<file path="config.mk">
export PLATFORM = sky130hd
export DESIGN_NAME = ctk_top
export DESIGN_NICKNAME = d
export VERILOG_FILES = /design/src/hw/ctk_pkg.sv /design/src/hw/ctk_sync.sv /design/src/hw/ctk_top.sv
export SDC_FILE = /design/constraint.sdc
export NUM_CORES = 1
export LEC_CHECK = 0
export BUFFER_PORTS_ARGS = -buffer_cell sky130_fd_sc_hd__buf_2
export CAP_MARGIN = 20
export CELL_PAD_IN_SITES_DETAIL_PLACEMENT = 0
export CELL_PAD_IN_SITES_GLOBAL_PLACEMENT = 1
export CORE_MARGIN = 3
export CORE_UTILIZATION = 44
export DETAILED_ROUTE_END_ITERATION = 10
export GPL_TIMING_DRIVEN = 0
export PLACE_DENSITY = 0.88
export RECOVER_POWER = 25
export REMOVE_ABC_BUFFERS = 1
export SYNTH_ARGS = -nofsm -noshare
export SYNTH_HDL_FRONTEND = slang
export SYNTH_SLANG_ARGS = --single-unit
</file>
<file path="constraint.sdc">
create_clock -name pclk -period 5.35 [get_ports pclk]
set_input_delay 1.07 -clock pclk [delete_from_list [all_inputs] [get_ports pclk]]
set_output_delay 1.07 -clock pclk [all_outputs]
set_load 0.02 [all_outputs]
</file>
<file path="src/hw/ctk_pkg.sv">
// How it works
// - keeps year, month, date, weekday, hour, minute, second at one-second resolution
// - core timebase unbacked; a detected backup module becomes the time source
// - battery missing over 15 s marks the stored time as lost, raising error
// - error drives green indicator and a readable status bit while present
// - error also on out-of-range (corrupt) fields or missing battery
// - seven date/time registers, readable and writable any time, write sets field
// - year register holds the full four-digit year
// - weekday runs 1 Monday through 7 Sunday
// - packed readout is hour*10000 + minute*100 + second
// - module seconds come from counting 32.768 kHz crystal periods
// - signed calibration adds or drops that many module seconds per 72 hours
// - no temperature compensation is applied anywhere
// - valid time written into an undamaged keeper clears error indicator and bit
package ctk_pkg;

  // ----------------------------------------
  // register map (byte addresses)
  // ----------------------------------------
  localparam int ADDR_W = 8;
  localparam logic [7:0] OFF_YEAR = 8'h00;
  localparam logic [7:0] OFF_MONTH = 8'h04;
  localparam logic [7:0] OFF_DATE = 8'h08;
  localparam logic [7:0] OFF_DOW = 8'h0C;
  localparam logic [7:0] OFF_HOUR = 8'h10;
  localparam logic [7:0] OFF_MIN = 8'h14;
  localparam logic [7:0] OFF_SEC = 8'h18;
  localparam logic [7:0] OFF_HMS = 8'h1C;
  localparam logic [7:0] OFF_STAT = 8'h20;
  localparam logic [7:0] OFF_CAL = 8'h24;
  localparam logic [7:0] OFF_IRQ_ST = 8'h28;
  localparam logic [7:0] OFF_IRQ_MASK = 8'h2C;

  // ----------------------------------------
  // field widths and layouts
  // ----------------------------------------
  localparam int YEAR_W = 14;
  localparam int HMS_W = 18;
  localparam int CAL_W = 16;
  localparam int ACC_W = 19;
  localparam int IRQ_W = 3;
  localparam int IRQ_SEC = 0;
  localparam int IRQ_ERR = 1;
  localparam int IRQ_CAL = 2;
  localparam int ST_ERR = 0;
  localparam int ST_MOD = 1;
  localparam int ST_BATT = 2;
  localparam int ST_VALID = 3;
  localparam int ST_LOST = 4;

  // ----------------------------------------
  // reset values (Saturday 2000-01-01 00:00:00)
  // ----------------------------------------
  localparam logic [13:0] RST_YEAR = 14'h07D0;
  localparam logic [3:0] RST_MONTH = 4'h1;
  localparam logic [4:0] RST_DATE = 5'h01;
  localparam logic [2:0] RST_DOW = 3'h6;

  // ----------------------------------------
  // calendar limits and packing weights
  // ----------------------------------------
  localparam logic [5:0] SEC_LAST = 6'h3B;
  localparam logic [5:0] MIN_LAST = 6'h3B;
  localparam logic [4:0] HOUR_LAST = 5'h17;
  localparam logic [3:0] MONTH_LAST = 4'hC;
  localparam logic [2:0] DOW_LAST = 3'h7;
  localparam logic [17:0] HMS_HOUR_MUL = 18'h02710;
  localparam logic [17:0] HMS_MIN_MUL = 18'h00064;
  localparam logic [13:0] LEAP_4 = 14'h0004;
  localparam logic [13:0] LEAP_100 = 14'h0064;
  localparam logic [13:0] LEAP_400 = 14'h0190;

  // ----------------------------------------
  // timing
  // ----------------------------------------
  localparam int CLK_PERIOD_NS = 4;
  localparam int SEC_NS = 1000000000;
  localparam int SEC_CYCLES = SEC_NS / CLK_PERIOD_NS;
  localparam int XTAL_HZ = 32768;
  localparam int BATT_LOSS_S = 15;
  localparam int CAL_WINDOW_H = 72;
  localparam int CAL_WINDOW_S = CAL_WINDOW_H * 3600;

endpackage

</file>
<file path="src/hw/ctk_sync.sv">
`timescale 1ns/1ns
module ctk_sync #(
  parameter int W = 1
) (
  input wire logic pclk,
  input wire logic presetn,
  input wire logic [W-1:0] d,
  output logic [W-1:0] q
);

  logic [W-1:0] ff1_q;
  logic [W-1:0] ff2_q;
  logic [W-1:0] ff3_q;
  logic [W-1:0] q_q;

  // a change counts only once the second and third stages agree
  always_ff @(posedge pclk or negedge presetn) begin
    if (!presetn) begin
      ff1_q <= '0;
      ff2_q <= '0;
      ff3_q <= '0;
      q_q <= '0;
    end else begin
      ff1_q <= d;
      ff2_q <= ff1_q;
      ff3_q <= ff2_q;
      for (int i = 0; i < W; i++) begin
        if (ff2_q[i] == ff3_q[i]) begin
          q_q[i] <= ff3_q[i];
        end
      end
    end
  end

  assign q = q_q;

endmodule

</file>
<file path="src/hw/ctk_top.sv">
// The address map and the APB interface to the registers were decided locally.
`timescale 1ns/1ns
module ctk_top #(
  parameter int SEC_CYCLES = ctk_pkg::SEC_CYCLES,
  parameter int XTAL_HZ = ctk_pkg::XTAL_HZ,
  parameter int CAL_WINDOW_S = ctk_pkg::CAL_WINDOW_S
) (
  input wire logic pclk,
  input wire logic presetn,
  input wire logic psel,
  input wire logic penable,
  input wire logic pwrite,
  input wire logic [ctk_pkg::ADDR_W-1:0] paddr,
  input wire logic [31:0] pwdata,
  output logic pready,
  output logic [31:0] prdata,
  output logic pslverr,
  input wire logic xtal_in,
  input wire logic mod_present,
  input wire logic batt_ok,
  output logic err_led,
  output logic err_flag,
  output logic irq
);

  // ----------------------------------------
  // pin synchronisers
  // ----------------------------------------
  logic [2:0] pins_s;

  ctk_sync #(.W(3)) u_sync (
    .pclk(pclk),
    .presetn(presetn),
    .d({batt_ok, mod_present, xtal_in}),
    .q(pins_s)
  );

  wire xtal_s = pins_s[0];
  wire mod_s = pins_s[1];
  wire batt_s = pins_s[2];

  // ----------------------------------------
  // apb decode
  // ----------------------------------------
  logic pready_q;
  logic pslverr_q;
  logic [31:0] prdata_q;

  wire setup = psel && !penable;
  wire access = psel && penable && pready_q;
  wire wr_en = access && pwrite;
  wire hit_year = paddr == ctk_pkg::OFF_YEAR;
  wire hit_month = paddr == ctk_pkg::OFF_MONTH;
  wire hit_date = paddr == ctk_pkg::OFF_DATE;
  wire hit_dow = paddr == ctk_pkg::OFF_DOW;
  wire hit_hour = paddr == ctk_pkg::OFF_HOUR;
  wire hit_min = paddr == ctk_pkg::OFF_MIN;
  wire hit_sec = paddr == ctk_pkg::OFF_SEC;
  wire hit_hms = paddr == ctk_pkg::OFF_HMS;
  wire hit_stat = paddr == ctk_pkg::OFF_STAT;
  wire hit_cal = paddr == ctk_pkg::OFF_CAL;
  wire hit_ist = paddr == ctk_pkg::OFF_IRQ_ST;
  wire hit_imask = paddr == ctk_pkg::OFF_IRQ_MASK;
  wire hit_time = hit_year || hit_month || hit_date || hit_dow || hit_hour || hit_min
                  || hit_sec;
  wire hit_any = hit_time || hit_hms || hit_stat || hit_cal || hit_ist || hit_imask;

  // ----------------------------------------
  // calendar fields
  // ----------------------------------------
  logic [ctk_pkg::YEAR_W-1:0] year_q;
  logic [3:0] month_q;
  logic [4:0] date_q;
  logic [2:0] dow_q;
  logic [4:0] hour_q;
  logic [5:0] min_q;
  logic [5:0] sec_q;

  wire leap = (year_q % ctk_pkg::LEAP_4 == '0)
              && ((year_q % ctk_pkg::LEAP_100 != '0) || (year_q % ctk_pkg::LEAP_400 == '0));
  wire m30 = (month_q == 4'h4) || (month_q == 4'h6) || (month_q == 4'h9) || (month_q == 4'hB);
  wire [4:0] dim = (month_q == 4'h2) ? (leap ? 5'h1D : 5'h1C) : (m30 ? 5'h1E : 5'h1F);

  // >= rather than == so a corrupt field still rolls back into range
  wire sec_wrap = sec_q >= ctk_pkg::SEC_LAST;
  wire min_wrap = min_q >= ctk_pkg::MIN_LAST;
  wire hour_wrap = hour_q >= ctk_pkg::HOUR_LAST;
  wire date_wrap = date_q >= dim;
  wire month_wrap = month_q >= ctk_pkg::MONTH_LAST;
  wire c_min = sec_wrap;
  wire c_hour = c_min && min_wrap;
  wire c_day = c_hour && hour_wrap;
  wire c_month = c_day && date_wrap;
  wire c_year = c_month && month_wrap;

  wire [5:0] sec_n = sec_wrap ? 6'h00 : sec_q + 6'h01;
  wire [5:0] min_n = c_min ? (min_wrap ? 6'h00 : min_q + 6'h01) : min_q;
  wire [4:0] hour_n = c_hour ? (hour_wrap ? 5'h00 : hour_q + 5'h01) : hour_q;
  wire [4:0] date_n = c_day ? (date_wrap ? 5'h01 : date_q + 5'h01) : date_q;
  wire [3:0] month_n = c_month ? (month_wrap ? 4'h1 : month_q + 4'h1) : month_q;
  wire [ctk_pkg::YEAR_W-1:0] year_n = c_year ? year_q + 14'h0001 : year_q;
  wire [2:0] dow_n = c_day ? ((dow_q >= ctk_pkg::DOW_LAST) ? 3'h1 : dow_q + 3'h1) : dow_q;

  // out-of-range fields are taken as corrupted timekeeping data
  wire range_ok = !sec_wrap || (sec_q == ctk_pkg::SEC_LAST);
  wire fields_ok = range_ok && (min_q <= ctk_pkg::MIN_LAST) && (hour_q <= ctk_pkg::HOUR_LAST)
                   && (month_q != 4'h0) && (month_q <= ctk_pkg::MONTH_LAST)
                   && (date_q != 5'h00) && (date_q <= dim)
                   && (dow_q != 3'h0);

  // 235959 needs eighteen bits, so the sum is formed at full width
  wire [ctk_pkg::HMS_W-1:0] hms = ctk_pkg::HMS_W'(hour_q) * ctk_pkg::HMS_HOUR_MUL
                                  + ctk_pkg::HMS_W'(min_q) * ctk_pkg::HMS_MIN_MUL
                                  + ctk_pkg::HMS_W'(sec_q);

  // ----------------------------------------
  // second timebases
  // ----------------------------------------
  // no temperature correction: module drift tracks the crystal
  logic [31:0] int_cnt_q;
  logic [31:0] xt_cnt_q;
  logic xtal_d_q;

  wire int_tick = int_cnt_q == 32'(SEC_CYCLES - 1);
  wire xt_edge = xtal_s && !xtal_d_q;
  wire xt_tick = xt_edge && (xt_cnt_q == 32'(XTAL_HZ - 1));
  wire tick = mod_s ? xt_tick : int_tick;

  // ----------------------------------------
  // calibration over the 72 hour window
  // ----------------------------------------
  logic [ctk_pkg::CAL_W-1:0] cal_q;
  logic [ctk_pkg::ACC_W-1:0] acc_q;
  logic extra_q;

  wire cal_neg = cal_q[ctk_pkg::CAL_W-1];
  wire [ctk_pkg::CAL_W-1:0] cal_mag = cal_neg ? (~cal_q + 16'h0001) : cal_q;
  wire [ctk_pkg::ACC_W-1:0] acc_sum = acc_q + ctk_pkg::ACC_W'(cal_mag);
  wire cal_fire = mod_s && tick && (acc_sum >= ctk_pkg::ACC_W'(CAL_WINDOW_S));
  wire [ctk_pkg::ACC_W-1:0] acc_n = cal_fire ? acc_sum - ctk_pkg::ACC_W'(CAL_WINDOW_S)
                                             : acc_sum;

  // a negative correction swallows a tick, a positive one adds a step next cycle
  wire step_req = (tick && !(cal_fire && cal_neg)) || extra_q;

  // steps wait out a register write so software never races the carry chain
  logic [1:0] pend_q;
  wire do_step = (pend_q != 2'h0) && !wr_en;
  wire [1:0] pend_n = pend_q + {1'b0, step_req} - {1'b0, do_step};

  // ----------------------------------------
  // validity and error
  // ----------------------------------------
  logic valid_q;
  logic lost_q;
  logic [4:0] absent_q;
  logic err_q;
  logic err_d_q;

  wire batt_missing = mod_s && !batt_s;
  wire absent_over = absent_q > 5'(ctk_pkg::BATT_LOSS_S);
  wire err = !valid_q || lost_q || !fields_ok || batt_missing;

  // ----------------------------------------
  // interrupt status and mask
  // ----------------------------------------
  logic [ctk_pkg::IRQ_W-1:0] ist_q;
  logic [ctk_pkg::IRQ_W-1:0] imask_q;
  logic irq_q;

  wire [ctk_pkg::IRQ_W-1:0] ev = {cal_fire, err && !err_d_q, do_step};
  wire [ctk_pkg::IRQ_W-1:0] ist_clr = (wr_en && hit_ist) ? pwdata[ctk_pkg::IRQ_W-1:0] : '0;
  // set wins over a clear landing in the same cycle
  wire [ctk_pkg::IRQ_W-1:0] ist_n = (ist_q & ~ist_clr) | ev;

  // ----------------------------------------
  // read mux
  // ----------------------------------------
  wire [31:0] stat_w = {27'h0000000, lost_q, valid_q, batt_s, mod_s, err_q};
  wire [31:0] rd_mux = hit_year ? 32'(year_q) :
                       hit_month ? 32'(month_q) :
                       hit_date ? 32'(date_q) :
                       hit_dow ? 32'(dow_q) :
                       hit_hour ? 32'(hour_q) :
                       hit_min ? 32'(min_q) :
                       hit_sec ? 32'(sec_q) :
                       hit_hms ? 32'(hms) :
                       hit_stat ? stat_w :
                       hit_cal ? {{16{cal_q[ctk_pkg::CAL_W-1]}}, cal_q} :
                       hit_ist ? 32'(ist_q) :
                       hit_imask ? 32'(imask_q) : 32'h00000000;

  // ----------------------------------------
  // apb handshake: zero wait, answer registered in setup
  // ----------------------------------------
  always_ff @(posedge pclk or negedge presetn) begin
    if (!presetn) begin
      pready_q <= 1'b0;
      pslverr_q <= 1'b0;
      prdata_q <= 32'h00000000;
    end else begin
      pready_q <= setup;
      pslverr_q <= setup && !hit_any;
      prdata_q <= (setup && !pwrite) ? rd_mux : 32'h00000000;
    end
  end

  // ----------------------------------------
  // calendar registers
  // ----------------------------------------
  always_ff @(posedge pclk or negedge presetn) begin
    if (!presetn) begin
      year_q <= ctk_pkg::RST_YEAR;
      month_q <= ctk_pkg::RST_MONTH;
      date_q <= ctk_pkg::RST_DATE;
      dow_q <= ctk_pkg::RST_DOW;
      hour_q <= '0;
      min_q <= '0;
      sec_q <= '0;
    end else if (wr_en && hit_time) begin
      if (hit_year) year_q <= pwdata[ctk_pkg::YEAR_W-1:0];
      if (hit_month) month_q <= pwdata[3:0];
      if (hit_date) date_q <= pwdata[4:0];
      if (hit_dow) dow_q <= pwdata[2:0];
      if (hit_hour) hour_q <= pwdata[4:0];
      if (hit_min) min_q <= pwdata[5:0];
      if (hit_sec) sec_q <= pwdata[5:0];
    end else if (do_step) begin
      year_q <= year_n;
      month_q <= month_n;
      date_q <= date_n;
      dow_q <= dow_n;
      hour_q <= hour_n;
      min_q <= min_n;
      sec_q <= sec_n;
    end
  end

  // ----------------------------------------
  // timebase and calibration state
  // ----------------------------------------
  always_ff @(posedge pclk or negedge presetn) begin
    if (!presetn) begin
      int_cnt_q <= '0;
      xt_cnt_q <= '0;
      xtal_d_q <= 1'b0;
      cal_q <= '0;
      acc_q <= '0;
      extra_q <= 1'b0;
      pend_q <= 2'h0;
    end else begin
      int_cnt_q <= int_tick ? '0 : int_cnt_q + 32'h00000001;
      xtal_d_q <= xtal_s;
      if (xt_edge) xt_cnt_q <= xt_tick ? '0 : xt_cnt_q + 32'h00000001;
      if (wr_en && hit_cal) cal_q <= pwdata[ctk_pkg::CAL_W-1:0];
      if (tick && mod_s) acc_q <= acc_n;
      extra_q <= cal_fire && !cal_neg;
      pend_q <= pend_n;
    end
  end

  // ----------------------------------------
  // validity, loss and error outputs
  // ----------------------------------------
  always_ff @(posedge pclk or negedge presetn) begin
    if (!presetn) begin
      valid_q <= 1'b0;
      lost_q <= 1'b0;
      absent_q <= '0;
      err_q <= 1'b1;
      err_d_q <= 1'b1;
    end else begin
      if (!batt_missing) absent_q <= '0;
      else if (int_tick && !absent_over) absent_q <= absent_q + 5'h01;
      if (absent_over) lost_q <= 1'b1;
      else if (wr_en && hit_time) lost_q <= 1'b0;
      if (absent_over) valid_q <= 1'b0;
      else if (wr_en && hit_time) valid_q <= 1'b1;
      err_q <= err;
      err_d_q <= err_q;
    end
  end

  always_ff @(posedge pclk or negedge presetn) begin
    if (!presetn) begin
      ist_q <= '0;
      imask_q <= '0;
      irq_q <= 1'b0;
    end else begin
      ist_q <= ist_n;
      if (wr_en && hit_imask) imask_q <= pwdata[ctk_pkg::IRQ_W-1:0];
      irq_q <= |(ist_n & imask_q);
    end
  end

  assign pready = pready_q;
  assign pslverr = pslverr_q;
  assign prdata = prdata_q;
  assign err_led = err_q;
  assign err_flag = err_q;
  assign irq = irq_q;

endmodule

</file>
== After elaboration in Yosys (flattened, before gate mapping) ==
Cells that the tools add are included.

* Bits of input ports: 48
* Bits in registers: 208
* Output and inout bits: 37
* Word-level logic and storage cells: 249

* Bitwise operators: 5
* Reductions and logical operators: 89
* Multipliers: 2
* Magnitude comparators: 12
* Eq/ne operators: 30
* $add $sub $neg: 17
* Divide/modulo/power cells: 2
* Mux-type cells: 61

{| class="wikitable"
|+ Operators by type and width
! cell !! number
|-
| $mux W32 || 13
|-
| $add A32 B1 Y32 const B || 2
|-
| $mux W5 || 12
|-
| $mux W14 || 4
|-
| $mux W6 || 9
|-
| $logic_and A1 B1 Y1 || 33
|-
| $eq A32 B15 Y1 const B || 1
|-
| $eq A32 B28 Y1 const B || 1
|-
| $eq A8 B5 Y1 const B || 4
|-
| $eq A8 B6 Y1 const B || 4
|-
| $logic_not A14 Y1 || 2
|-
| $mux W3 || 8
|-
| $logic_or A1 B1 Y1 || 20
|-
| $mux W4 || 5
|-
| $add A19 B16 Y19 || 1
|-
| $ge A19 B18 Y1 const B || 1
|-
| $mux W19 || 1
|-
| $sub A19 B18 Y19 const B || 1
|-
| $add A18 B13 Y18 || 1
|-
| $add A18 B6 Y18 || 1
|-
| $reduce_and A3 Y1 || 6
|-
| $add A16 B1 Y16 const B || 1
|-
| $eq A8 B4 Y1 const B || 2
|-
| $mux W16 || 1
|-
| other kinds (44) || 84
|}

== Depth between registers and ports, before layout ==
Gate-level depths: netlist (run 1).

* Depth in word-level cells: 17
* Mapped depth: 27
* Mapped depth without buffers: 25

== Modules after synthesis ==
A second synthesis (run 1) with hierarchy kept.

* Cells, all modules: 1558
* Area total of the unflattened synthesis: 14057.2 µm²

{| class="wikitable"
|+ Modules (own cells, without submodules)
! module !! area each (µm²) !! cells each !! times used
|-
| ctk_top || 13723.2 || 1543 || 1
|-
| ctk_sync || 334.1 || 15 || 1
|}

== Least setup slack after synthesis (run 1) ==
OpenSTA, ideal clock, no wires.

* Path type: reg2reg
* Start: register year_q[8] (netlist name)
* End: register year_q[1] (netlist name)
* Arrival time: 5552 ps
* Data required time: 5218 ps
* Period minus slack after synthesis: 5684 ps
* Path buffers: 2
* Stages on the path, launching flop included: 26
* Path slack: -334 ps
* Path through: dfstp_2 buf_4 a21oi_1 a31oi_4 a21boi_1 mux2_2 or4_4 a31oi_2 a21oi_1 o32a_1 o21ai_2 a211oi_2 a311oi_2 o31ai_1 a211oi_2 xnor2_1 mux2i_1 o211ai_2 ha_1 nand2b_1 a21oi_1 o21ai_0 nand3_1 clkbuf_1 a211oi_1 a21oi_1

* Word-level cells in the longest chain between the ends: 11

{| class="wikitable"
|+ RTL lines
! element !! RTL line !! RTL
|-
| start, declared || ctk_top.sv:71 || <nowiki>logic [ctk_pkg::YEAR_W-1:0] year_q;</nowiki>
|-
| start signal, assigned || ctk_top.sv:213 || <nowiki>year_q <= ctk_pkg::RST_YEAR;</nowiki>
|-
| start signal, assigned || ctk_top.sv:221 || <nowiki>if (hit_year) year_q <= pwdata[ctk_pkg::YEAR_W-1:0];</nowiki>
|-
| start signal, assigned || ctk_top.sv:229 || <nowiki>year_q <= year_n;</nowiki>
|-
| $mod A14 B7 Y14 / $mod A14 B9 Y14 (equally long branches) || ctk_top.sv:80 || <nowiki>&& ((year_q % ctk_pkg::LEAP_100 != '0) || (year_q % ctk_pkg::LEAP_400 == '0));</nowiki>
|-
| $reduce_bool A14 Y1 / $logic_not A14 Y1 (equally long branches) || ctk_top.sv:80 ||
|-
| $logic_or A1 B1 Y1 * || ctk_top.sv:80 ||
|-
| $logic_and A1 B1 Y1 * || ctk_top.sv:80 ||
|-
| $mux W1 * || ctk_top.sv:82 || <nowiki>wire [4:0] dim = (month_q == 4'h2) ? (leap ? 5'h1D : 5'h1C) : (m30 ? 5'h1E : 5'h1F);</nowiki>
|-
| $mux W2 * || ctk_top.sv:82 ||
|-
| $ge A5 B5 Y1 * || ctk_top.sv:88 || <nowiki>wire date_wrap = date_q >= dim;</nowiki>
|-
| $logic_and A1 B1 Y1 * || ctk_top.sv:93 || <nowiki>wire c_month = c_day && date_wrap;</nowiki>
|-
| $logic_and A1 B1 Y1 * || ctk_top.sv:94 || <nowiki>wire c_year = c_month && month_wrap;</nowiki>
|-
| $reduce_bool A2 Y1 (no source line) * || - ||
|-
| $reduce_and A3 Y1 (no source line) * || - ||
|}

Every way passes the cells marked *; elsewhere a longest branch is shown, timed or not.
A chain may end at the register's enable or synchronous reset.

== Worst setup path after layout (run 1) ==
* Start: register year_q[10] (netlist name)
* End: register year_q[10] (netlist name)

* Word-level cells in the longest chain between the ends: 11

{| class="wikitable"
|+ RTL lines
! element !! RTL line
|-
| $mod A14 B7 Y14 / $mod A14 B9 Y14 (equally long branches) || ctk_top.sv:80
|-
| $reduce_bool A14 Y1 / $logic_not A14 Y1 (equally long branches) || ctk_top.sv:80
|-
| $logic_or A1 B1 Y1 || ctk_top.sv:80
|-
| $logic_and A1 B1 Y1 || ctk_top.sv:80
|-
| $mux W1 || ctk_top.sv:82
|-
| $mux W2 || ctk_top.sv:82
|-
| $ge A5 B5 Y1 || ctk_top.sv:88
|-
| $logic_and A1 B1 Y1 || ctk_top.sv:93
|-
| $logic_and A1 B1 Y1 || ctk_top.sv:94
|-
| $reduce_bool A2 Y1 (no source line) || -
|-
| $reduce_and A3 Y1 (no source line) || -
|}

Parallel ways exist; a longest one is shown, timed or not. The select of a mux whose other input is x is not followed.

==> impl_metrics.tcl, run 1 <==
set metrics [dict create \
    p_leak_nw 7.52 \
    drive_above_1_share 0.211 \
    grt_setup_unrepaired "yes" \
    seq_area_mm2 0.00491 \
    syn_area_mm2 0.0139 \
    max_freq_ghz 0.164 \
    setup-violations-final 26 \
    report.final.slew_viol_count 116 \
    layout_commonest_cell "dfrtp_1" \
    ant_nets 0 \
    synthFlopType "dfrtp_1" \
    cp-start-kind "register" \
    path_clk_slew_ns 0.08 \
    cpPeakStageDelay_ns 0.70 \
    cts_buffer_depth 2 \
    syn_to_final_growth_pct 17.9 \
    p_sw_frac 0.292 \
    yosysTopAreaCell "dfrtp_1" \
    arrival_ns 6.47 \
    finalInstanceArea_mm2 0.0164 \
    yosys_warnings 0 \
    hold_class "reg -> reg" \
    power_mw 3.28 \
    timing.critical_path.buf_inv 5 \
    pwr-share-seq 0.489 \
    crit_path_end_kind "register" \
    initial_core_util 0.450 \
    finClkSkew_ns 0.0198 \
    fillers 2769 \
    htree_num_levels 4 \
    vias_per_cell 5.83 \
    maxCapViolCount 1 \
    fin_cells 2044 \
    wirelength_um 36800 \
    hpwl_um 25200 \
    die_h_um 184 \
    clockRootBuffer "clkbuf_16" \
    path_class "reg -> reg" \
    design.core.area_mm2 0.0308 \
    place_congestion 0.902 \
    firstDrtPassIters 6 \
    worst_path_max_delay_cell "dfstp_4" \
    nets 1798 \
    diodes 0 \
    synth.area.top_cells "dfrtp_1 33%, ha_1 9.6%, xnor2_1 4.7%" \
    cp_max_fo 8 \
    synth_top_area_frac 0.330 \
    overflow 0 \
    status "finished with violations" \
    postLayoutCoreUtil 0.531 \
    ys_ff_latch 195 \
    drtIter0Drc 1040 \
    p_per_area_mw_per_mm2 200 \
    io_buffers 68 \
    cts-buffers-inserted 17 \
    p_comb_frac 0.116 \
    p_clk_frac 0.395 \
    syn_avg_cell_area_um2 9.05 \
    grt_max_degree 117 \
    grt_usage 0.215 \
    dieArea_mm2 0.0337 \
    ys_types 97 \
    boundaryPins 85 \
    worstMarginPinSlew_ns 3.05 \
    switchingPower_mw 0.958 \
    clk_latency_ns 0.46 \
    dpl.cell_count 1935 \
    post-route-period-util 1.14 \
    fp.dieW_um 184 \
    synth.yosys.seq_area_share 0.353 \
    layout_common_cells "179 x dfrtp_1, 134 x nand2_1, 122 x nor2_1" \
    grt_pass1_wl_um 59100 \
    violations "capacitance limit, slew limit, setup timing" \
    cp.required_ns 5.73 \
    antenna_found_initial 0 \
    hold_viol_final 0 \
    p_int_mw 2.32 \
    async_reset_ff_frac 1.00 \
    cts.sink_count 195 \
    cts_tree "built" \
    wire_per_inst_um 18.0 \
    critical-path-top-delay-family "compound AO/OA/AOI/OAI gates" \
    setup_ws_ns -0.734 \
    grt_pass1_vias 11400 \
    route.detailed.drc 0 \
    multi_input_area_mm2 0.00897 \
    dpl-instance-area_mm2 0.0145 \
    period_needed_ns 6.08 \
    max-slew-margin-rel -1.03 \
    vdd_drop_max_v 0.000179 \
    dr_total_vias 11900 \
    syn-instance-count 1534 \
    synth_enable_flop_cells 0 \
    core.rowCount 64 \
]
## cell families (layout without fill, tap and decap cells)
group                    Yosys count  in the layout  synth area share
AO/OA/AOI/OAI                    399            399             0.197
adder cells (fa/ha/maj)          118            118             0.111
AND/OR/NAND/NOR                  508            510             0.180
flip-flops                       195            195             0.353
multiplexers                      38             38            0.0300
XOR/XNOR                         133            133            0.0845
buffers and inverters            143            255            0.0452
## layer usage
metal	global-route usage	part of all wire	up-vias
li1	-	-	5727
met1	0.303	0.46	5764
met2	0.339	0.46	363
met3	0.0350	0.055	66
met4	0.0707	0.025	0
met5	0	0	-
## through the flow
stage	hold WS [ns]	setup TNS, ns	setup WS [ns]
floorplan	0.331	-8.00	-0.466
global placement	0.335	-53.74	-1.48
detailed placement	0.335	-45.54	-1.64
CTS	0.353	-8.87	-0.452
global route	0.372	-21.82	-0.964
finish	0.352	-16.18	-0.734
## sequential cells by signal (all words and copies together) (netlist names), 6 cells and up
signal     flops
cal_q         16
acc_q         19
min_q          6
sec_q          6
xt_cnt_q      32
int_cnt_q     32
prdata        19
year_q        14
## timing repair
action / in CTS / in global routing
hold buffers: 0 / 0
setup endpoints to repair: 41 / 40
endpoints found under the hold margin: 0 / 0
resized for setup: 58 / 93
pin swaps: 28 / 52
buffers inserted: 47 / 27
gates cloned: 1 / 1
## final timing paths
| check | start | to | slack [ns] | cells after the start |
|---|---|---|---|---|
| setup reg to reg | year_q[10] | year_q[10] | -0.73 | 29 |
| hold / removal | u_sync.ff1_q[2] | u_sync.ff2_q[2] | 0.35 | 0 |
| setup / recovery | year_q[10] | year_q[10] | -0.73 | 29 |
| hold reg to reg | u_sync.ff1_q[2] | u_sync.ff2_q[2] | 0.35 | 0 |
| max in group asynchronous | presetn | prdata[8] | 1.94 | 1 |
| min in group asynchronous | presetn | int_cnt_q[2] | 1.52 | 1 |
## synth_stat cells (9+ instances only)
cell type,instances
xnor2_1,75
dfstp_2,12
a222oi_1,9
clkbuf_1,39
mux2_2,29
nand2b_1,17
buf_4,18
a21oi_1,105
and3_1,29
nor2_1,127
o21ai_0,85
xor2_1,57
fa_1,9
o21bai_1,17
o31ai_1,11
nor2b_1,16
dfrtp_1,183
and2_1,12
o22ai_1,11
o31a_1,11
a21o_1,24
a31oi_1,11
or3_1,12
nor3_1,25
inv_1,73
or2_2,10
nand3_1,55
a211oi_1,14
nand4_1,17
nor4_1,12
ha_1,106
mux2i_1,9
nand2_1,135
## power by group through the flow
stage	logic, mW	registers, mW	clock network, mW
floorplan	0.247	1.61	0
CTS	0.381	1.60	1.33
global route	0.439	1.61	1.38
detailed placement	0.378	1.63	0
finish	0.379	1.61	1.30
global placement	0.360	1.63	0
## final cells by class
| type | count | share of cell area |
|---|---|---|
| Clock buffer | 18 | 0.0262 |
| Clock inverter | 14 | 0.00971 |
| Inverter | 74 | 0.0173 |
| Multi-Input combinational cell | 1198 | 0.548 |
| Sequential cell | 195 | 0.300 |
| Tap cell | 396 | 0.0303 |
| Timing Repair Buffer | 149 | 0.0683 |
No activity file was read; power rests on OpenSTA's default activity.
==> run 2: changes to the inputs <==
--- a/config.mk
+++ b/config.mk
@@ -13,7 +13,7 @@
 export CORE_UTILIZATION = 44
 export DETAILED_ROUTE_END_ITERATION = 10
 export GPL_TIMING_DRIVEN = 0
-export PLACE_DENSITY = 0.88
+export PLACE_DENSITY_LB_ADDON = 0.1
 export RECOVER_POWER = 25
 export REMOVE_ABC_BUFFERS = 1
 export SYNTH_ARGS = -nofsm -noshare
==> impl_metrics.tcl, run 2 (synthesis results as in run 1) <==
set metrics [dict create \
    place_congestion 0.881 \
    layout_commonest_cell "dfrtp_1" \
    max-slew-margin-rel -0.670 \
    vias_per_cell 5.78 \
    io_buffers 68 \
    grt_usage 0.234 \
    finClkSkew_ns 0.0143 \
    cts_buffer_depth 2 \
    setup_ws_ns -0.687 \
    boundaryPins 85 \
    overflow 0 \
    path_class "reg -> reg" \
    layout_common_cells "178 x dfrtp_1, 131 x nand2_1, 123 x nor2_1" \
    grt_max_degree 106 \
    p_per_area_mw_per_mm2 198 \
    cpPeakStageDelay_ns 0.62 \
    crit_path_end_kind "register" \
    grt_pass1_wl_um 62900 \
    core.rowCount 64 \
    drive_above_1_share 0.223 \
    fp.dieW_um 184 \
    design.core.area_mm2 0.0308 \
    cp_max_fo 6 \
    clockRootBuffer "clkbuf_16" \
    max_freq_ghz 0.166 \
    grt_setup_unrepaired "yes" \
    maxCapViolCount 1 \
    grt_pass1_vias 11600 \
    setup-violations-final 26 \
    syn_to_final_growth_pct 19.0 \
    vdd_drop_max_v 0.000217 \
    wirelength_um 39100 \
    clk_latency_ns 0.46 \
    cp-start-kind "register" \
    drtIter0Drc 863 \
    worstMarginPinSlew_ns 2.51 \
    p_leak_nw 7.60 \
    die_h_um 184 \
    hold_class "reg -> reg" \
    postLayoutCoreUtil 0.536 \
    initial_core_util 0.450 \
    nets 1817 \
    firstDrtPassIters 6 \
    status "finished with violations" \
    arrival_ns 6.42 \
    violations "capacitance limit, slew limit, setup timing" \
    hold_viol_final 0 \
    htree_num_levels 4 \
    wire_per_inst_um 19.0 \
    cts-buffers-inserted 17 \
    period_needed_ns 6.04 \
    cts.sink_count 195 \
    diodes 0 \
    cpMostUsedCell "buf_6" \
    post-route-period-util 1.13 \
    route.detailed.drc 0 \
    cp.required_ns 5.73 \
    cts_tree "built" \
    worst_path_max_delay_cell "dfstp_2" \
    hpwl_um 26800 \
    ant_nets 0 \
    report.final.slew_viol_count 91 \
    pre_cts_ws_ns -1.79 \
    antenna_found_initial 0 \
    path_clk_slew_ns 0.09 \
    dieArea_mm2 0.0337 \
    dr_total_vias 11900 \
    top_regs "int_cnt_q x32, xt_cnt_q x32" \
]
## run 2: final cells by class
type                       instances  area, µm²
multi-input combinational       1198       9020
clock buffer                      18        429
sequential                       195       4910
fill                            2842      14300
timing repair buffer             168       1230
tap                              396        495
clock inverter                    13        145
inverter                          74        278
## run 2: repair_timing
item / in CTS / in global routing
pin swaps: 65 / 45
hold buffers: 0 / 0
gates resized for setup: 109 / 61
setup buffers: 65 / 27
gates cloned: 2 / 0
setup endpoints to repair: 41 / 36
## run 2: metrics by stage
stage,instances,hold slack [ns],TNS (ns),total power [mW],area [µm²]
floorplan,1465,0.331,-8.00,1.86,13500
global placement,1929,0.333,-98.30,2.00,14400
detailed placement,1935,0.336,-43.34,2.02,14500
CTS,2033,0.354,-11.34,3.31,16000
global route,2062,0.355,-21.18,3.42,16500
finish,2062,0.350,-14.47,3.27,16500
## run 2: metal layers
| layer | wire length [µm] | share of wire | global-route usage |
|---|---|---|---|
| met1 | 19100 | 0.49 | 0.340 |
| met2 | 17500 | 0.45 | 0.362 |
| met3 | 1770 | 0.045 | 0.0370 |
| met4 | 741 | 0.019 | 0.0649 |
| met5 | 0 | 0 | 0 |
## run 2: power by group
group,internal (mW),switching [mW],leakage (nW),total (mW)
Sequential,1.53,0.0799,2.57,1.61
Combinational,0.156,0.220,4.75,0.376
Clock,0.622,0.658,0.277,1.28
Total,2.31,0.957,7.60,3.27
## run 2: critical path, delay by kind of cell (launching register included)
family | cells | cell delay [ns]
AND/OR/NAND/NOR | 7 | 1.53
XOR/XNOR | 1 | 0.25
adder cells (fa/ha/maj) | 1 | 0.25
flip-flops | 1 | 0.62
multiplexers | 2 | 0.44
AO/OA/AOI/OAI | 12 | 2.14
buffers and inverters | 5 | 0.68
## run 2: worst paths after layout
path | slack, ns | cells past startpoint | startpoint | endpoint
max in group asynchronous | 2.24 | 1 | presetn | year_q[13]
min in group asynchronous | 1.35 | 1 | presetn | acc_q[17]
worst min register to register | 0.35 | 0 | u_sync.ff1_q[0] | u_sync.ff2_q[0]
worst min-delay path | 0.35 | 0 | u_sync.ff1_q[0] | u_sync.ff2_q[0]
worst max-delay path | -0.69 | 28 | year_q[8] | year_q[0]
worst max register to register | -0.69 | 28 | year_q[8] | year_q[0]
